<file path="config.mk">
export PLATFORM = sky130hd
export DESIGN_NAME = ascs_step_config
export DESIGN_NICKNAME = d
export VERILOG_FILES = /design/src/common/ascs_pkg.sv /design/src/hdl/ascs_step_config.sv /design/src/hdl/ascs_cfg_reg.sv
export SDC_FILE = /design/constraint.sdc
export NUM_CORES = 1
export LEC_CHECK = 0
export BUFFER_PORTS_ARGS = -buffer_cell sky130_fd_sc_hd__buf_2
export CAP_MARGIN = 20
export CORE_MARGIN = 5
export CORE_UTILIZATION = 32
export DETAILED_ROUTE_END_ITERATION = 10
export PLACE_DENSITY_LB_ADDON = 0.1
export RECOVER_POWER = 25
export SLEW_MARGIN = 20
export SYNTH_ARGS = -nofsm -noshare
export SYNTH_HDL_FRONTEND = slang
export SYNTH_SLANG_ARGS = --single-unit
</file>
<file path="constraint.sdc">
create_clock -name core_clk -period 1.3 [get_ports core_clk]
set_clock_uncertainty 0.1 [all_clocks]
set_input_delay 0.065 -clock core_clk [delete_from_list [all_inputs] [get_ports core_clk]]
set_output_delay 0.065 -clock core_clk [all_outputs]
set_load 0.02 [all_outputs]
</file>
<file path="src/common/ascs_pkg.sv">
package ascs_pkg;
    // Register map, byte addressed on the bus (bus address = index * 4)
    localparam logic [7:0] STEP8_CFG_IDX = 8'h98;
    localparam logic [9:0] STEP8_CFG_ADDR = 10'h260;
    localparam logic [15:0] STEP8_CFG_RESET = 16'h0008;
    // Field positions
    localparam int EN_BIT = 15;
    localparam int GAIN_HI = 14;
    localparam int GAIN_LO = 13;
    localparam int NEG_BIT = 4;
    localparam int POS_HI = 3;
    localparam int POS_LO = 0;
    localparam logic [15:0] WRITABLE_MASK = 16'he01f;
    // Bus answer timing: one wait cycle per access
    localparam int BUS_WAIT_CYCLES = 1;
    localparam logic [31:0] UNMAPPED_READ = 32'h00000000;

    typedef enum logic [1:0] {
        ASCS_GAIN_X1 = 2'h0,
        ASCS_GAIN_X2 = 2'h1,
        ASCS_GAIN_X4 = 2'h2
    } ascs_gain_t;

    typedef enum logic [1:0] {
        ASCS_NEG_GROUND = 2'h0,
        ASCS_NEG_INPUT7 = 2'h1,
        ASCS_NEG_AUTO = 2'h2
    } ascs_neg_t;

    localparam logic [3:0] POS_FIRST_INTERNAL = 4'h8;
endpackage : ascs_pkg

</file>
<file path="src/hdl/ascs_step_config.sv">
`timescale 1ns/1ps
// Operation
// (RULE_01) Bit 15 enables this step
// (RULE_02) Gain bits 14:13: x1, x2, x4, x4
// (RULE_03) Bit 4 picks ground or input 7
// (RULE_04) Codes 0-7 select external inputs 0-7
// (RULE_05) Codes 8+ internal, negative chosen automatically
// (RULE_06) Index 98h, resets to 0008h
// (RULE_07) Bits 12:5 read zero, ignore writes
module ascs_step_config (
    // Clock and reset
    input wire logic core_clk,
    input wire logic nrst,
    input wire logic clkEn,
    // Avalon-MM slave
    input wire logic [9:0] avsAddress,
    input wire logic avsRead,
    input wire logic avsWrite,
    input wire logic [31:0] avsWritedata,
    input wire logic [3:0] avsByteenable,
    output logic [31:0] avsReaddata,
    output logic avsWaitrequest,
    // Step settings to the sequencer
    output logic stepEnable,
    output logic [1:0] stepGainSelect,
    output logic [2:0] stepGainFactor,
    output logic stepNegativeInputSelect,
    output logic [3:0] stepPositiveInputSelect,
    output logic stepPositiveInternal,
    output logic [2:0] stepExternalChannel,
    output logic [1:0] stepNegativeRoute
);
    logic [15:0] cfgWord;
    logic ack_q;
    logic [31:0] rdData_q;
    logic hit;
    logic req;
    logic doWrite;

    function automatic logic [2:0] gain_factor(input logic [1:0] code);
        unique case (code)
            ascs_pkg::ASCS_GAIN_X1: gain_factor = 3'h1;
            ascs_pkg::ASCS_GAIN_X2: gain_factor = 3'h2;
            default: gain_factor = 3'h4; // Both upper codes mean x4
        endcase
    endfunction : gain_factor

    assign hit = (avsAddress == ascs_pkg::STEP8_CFG_ADDR); // RULE_06
    assign req = avsRead || avsWrite;
    // One wait cycle, then the answer edge; a frozen clock holds the answer
    // back, since a write cannot land on an edge that sees clkEn low
    assign avsWaitrequest = req && !(ack_q && clkEn);
    assign doWrite = avsWrite && ack_q && hit;

    always_ff @(posedge core_clk or negedge nrst) begin
        if (!nrst) begin
            ack_q <= 1'b0;
        end else if (clkEn) begin
            ack_q <= req && !ack_q;
        end
    end

    // Unmapped words read zero and drop writes
    always_ff @(posedge core_clk or negedge nrst) begin
        if (!nrst) begin
            rdData_q <= ascs_pkg::UNMAPPED_READ;
        end else if (clkEn && avsRead && !ack_q) begin
            rdData_q <= hit ? {16'h0000, cfgWord & ascs_pkg::WRITABLE_MASK}
                            : ascs_pkg::UNMAPPED_READ; // RULE_07
        end
    end
    assign avsReaddata = rdData_q;

    ascs_cfg_reg u_reg (
        .core_clk(core_clk),
        .nrst(nrst),
        .clkEn(clkEn),
        .wrEn(doWrite),
        .wrData(avsWritedata[15:0]),
        .wrBytes(avsByteenable[1:0]),
        .cfgWord(cfgWord)
    );

    assign stepEnable = cfgWord[ascs_pkg::EN_BIT]; // RULE_01
    assign stepGainSelect = cfgWord[ascs_pkg::GAIN_HI:ascs_pkg::GAIN_LO];
    assign stepGainFactor = gain_factor(stepGainSelect); // RULE_02
    assign stepNegativeInputSelect = cfgWord[ascs_pkg::NEG_BIT];
    assign stepPositiveInputSelect = cfgWord[ascs_pkg::POS_HI:ascs_pkg::POS_LO];
    assign stepPositiveInternal = stepPositiveInputSelect >= ascs_pkg::POS_FIRST_INTERNAL;
    assign stepExternalChannel = stepPositiveInputSelect[2:0]; // RULE_04

    always_comb begin
        if (stepPositiveInternal) begin
            stepNegativeRoute = ascs_pkg::ASCS_NEG_AUTO; // RULE_05
        end else if (stepNegativeInputSelect) begin
            stepNegativeRoute = ascs_pkg::ASCS_NEG_INPUT7; // RULE_03
        end else begin
            stepNegativeRoute = ascs_pkg::ASCS_NEG_GROUND; // RULE_03
        end
    end
endmodule : ascs_step_config

</file>
<file path="src/hdl/ascs_cfg_reg.sv">
`timescale 1ns/1ps
// Holds the raw step word; only writable bits ever change
module ascs_cfg_reg (
    // Clock and reset
    input wire logic core_clk,
    input wire logic nrst,
    input wire logic clkEn,
    // Write side
    input wire logic wrEn,
    input wire logic [15:0] wrData,
    input wire logic [1:0] wrBytes,
    // Stored word
    output logic [15:0] cfgWord
);
    logic [15:0] word_q;
    logic [15:0] laneMask;

    assign laneMask = {{8{wrBytes[1]}}, {8{wrBytes[0]}}} & ascs_pkg::WRITABLE_MASK;

    always_ff @(posedge core_clk or negedge nrst) begin
        if (!nrst) begin
            word_q <= ascs_pkg::STEP8_CFG_RESET; // RULE_06
        end else if (clkEn && wrEn) begin
            word_q <= (word_q & ~laneMask) | (wrData & laneMask); // RULE_07
        end
    end

    assign cfgWord = word_q;
endmodule : ascs_cfg_reg

</file>
==> flow_metrics.tcl <==
set metrics [dict create \
    status "complete, but fails checks" \
    violations "setup timing" \
    port_buffers 50 \
    routabilityCongestion 0.7029 \
    clockBufferDepth 2 \
    reg2reg_slack_ns -0.07 \
    syn_area_per_cell_sq_um 9.972 \
    syn_area_sq_um 997.2 \
    synth_edf_count 0 \
    final_max_slew_viol_count 0 \
    yosysUniqueCellTypes 23 \
    required_ns 1.38 \
    insertion_delay_ns 0.28 \
    area_growth_pct 39.52 \
    cap_viol_max_count 0 \
    io_pins 101 \
    powerDensity_mw_per_mm2 738.6 \
    setup_violations 8 \
    ys_ff_latch 17 \
    use_met3_pct 2.041 \
    antenna_found_initial 0 \
    synth_top_cells_by_count "buf_4, dfrtp_1, nand2_1" \
    rsz0062_at_grt "yes" \
    drive_gt1_share_pct 46.91 \
    gr-usage-met1_pct 12.79 \
    wirelength_um 2359 \
    slew_headroom_pct 39.59 \
    hold_path_class "in -> reg" \
    grt.met2_usage_pct 18.27 \
    async_reset_ff_share_pct 100.0 \
    stdcell_count 206 \
    synth-main-ff-cell "dfrtp_1" \
    cts-buffers-inserted 3 \
    synthCells 100 \
    critPathLaunchType "input pin" \
    core_sq_mm 0.003028 \
    numClockSinks 17 \
    first_pass_iters 4 \
    ys_seq_area_share_pct 42.79 \
    die_area_sq_mm 0.004333 \
    antenna_cells 0 \
    nets 214 \
    route.detailed.drc 0 \
    yosysTopAreaCell "dfrtp_1" \
    setup_slack_ns -0.09048 \
    clk_pin_slew_worst_paths_ns 0.10 \
    synthMostInstantiatedCell "buf_4" \
    grt_use_total_pct 10.53 \
    grt_pass1_vias 755 \
    tightest_slew_ns 0.9062 \
    overflow 0 \
    finalCritPeriodShare_pct 107.0 \
    leakagePower_nw 0.7587 \
    vdd_drop_max_v 0.0003532 \
    drt-vias-per-instance 3.981 \
    start_util_pct 32.93 \
    dp_cells 189 \
    worstSetupPathType "in -> reg" \
    hold_viol 0 \
    period_minus_slack_ns 1.390 \
    cts_tree "done" \
    drt_iter0_drc 11 \
    setup_tns_ns -0.5986 \
    worst-path-max-fanout 5 \
    ys_warn_count 0 \
    yosys-top-cells-area "dfrtp_1, buf_4, mux2_2" \
    end_kind "flip-flop" \
    dp_hpwl_um 1823 \
    globalRoute.busiestLayer "met2" \
    cts_root_buffer "clkbuf_4" \
    grt_pass1_wl_um 3553 \
    fmax_mhz 719.2 \
    grt_start_max_net_pins 18 \
    wl_per_cell_um 11.45 \
    yosys.area.top_type_share_pct 40.15 \
    die-height_um 65.83 \
    cp.arrival_ns 1.47 \
    cts_max_level 1 \
    power_w 0.001028 \
    die_w_um 65.83 \
    ant_nets 0 \
    fp-row-count 20 \
    vias 820 \
]
## what timing repair did
item / 4_1_cts / 5_1_grt
hold buffers: 10 / 0
pin swaps: 7 / 14
endpoints found under the hold margin: 26 / 0
buffers inserted: 2 / 1
setup endpoints to repair: 8 / 17
gates resized for setup: 8 / 3
## layout make-up
type	instances	area (sq um)
tap	44	55.05
clock inverter	1	5.005
inverter	1	3.754
clock buffer	3	22.52
fill	307	1637
timing repair buffer	67	414.1
sequential	17	426.7
multi-input combinational	73	464.2
## placed cells by master, fill, tap and decap left out, drive strengths merged
cell | netlist | final
dfstp | 1 | 1
dlygate4sd3 | 0 | 10
nor2b | 2 | 2
o211ai | 1 | 1
nand2 | 16 | 16
clkinv | 0 | 1
conb | 1 | 24
nand4bb | 1 | 1
clkbuf | 2 | 4
nand4 | 2 | 2
o21ai | 9 | 9
mux2 | 8 | 8
nor2 | 2 | 2
and3b | 1 | 1
or4b | 1 | 1
inv | 1 | 1
or3 | 1 | 1
buf | 30 | 56
or2 | 1 | 1
a21oi | 1 | 1
dfrtp | 16 | 16
nor4 | 2 | 2
nand3b | 1 | 1
## kinds of logic after synthesis
family                 after synthesis  share of synthesized area [%]
and+or+nand+nor                     30                          18.95
other                                1                         0.3761
AOI/OAI and AO/OA                   11                          5.771
DFF                                 17                          42.79
buffers and inverters               33                          23.09
muxes                                8                          9.034
## worst max-delay path: stages
cell and delay [ns]:
buf_6 0.09, or4b_4 0.57, nor4_4 0.28, buf_6 0.17
mux2_4 0.30
## power by group
group	switching (W)	internal [W]
Clock	0.000167	0.000114
Sequential	0.00000389	0.000534
Combinational	0.000129	0.0000799
## path summary, 6_finish.rpt
check,startpoint,end,depth (start not counted)
max,avsAddress[4],flip-flop,5
min,clkEn,ack_q,3
max in group asynchronous,nrst,asynchronous set/reset pin,2
max reg2reg,ack_q,flip-flop,4
min reg2reg,avsReaddata[14],avsReaddata[14],2
min in group asynchronous,nrst,asynchronous set/reset pin,2
## stage by stage
stage / utilization [%] / instance area [sq um] / hold slack (ns) / setup WS (ns)
detailed placement: 39.75 / 1204 / -0.08850 / -0.3180
global route: 45.95 / 1391 / 0.04941 / -0.1206
CTS: 45.41 / 1375 / 0.01335 / -0.08342
finish: 45.95 / 1391 / 0.02461 / -0.09048
floorplan: - / 1101 / -0.3306 / -0.1774
global placement: 39.75 / 1204 / -0.09247 / -0.3083
## per-layer routing
layer / wire (um) / vias up
li1: - / 403
met5: 0 / -
met4: 28 / 0
met3: 230 / 2
met1: 925 / 371
met2: 1175 / 44
Power figures use the tool's default switching activity.
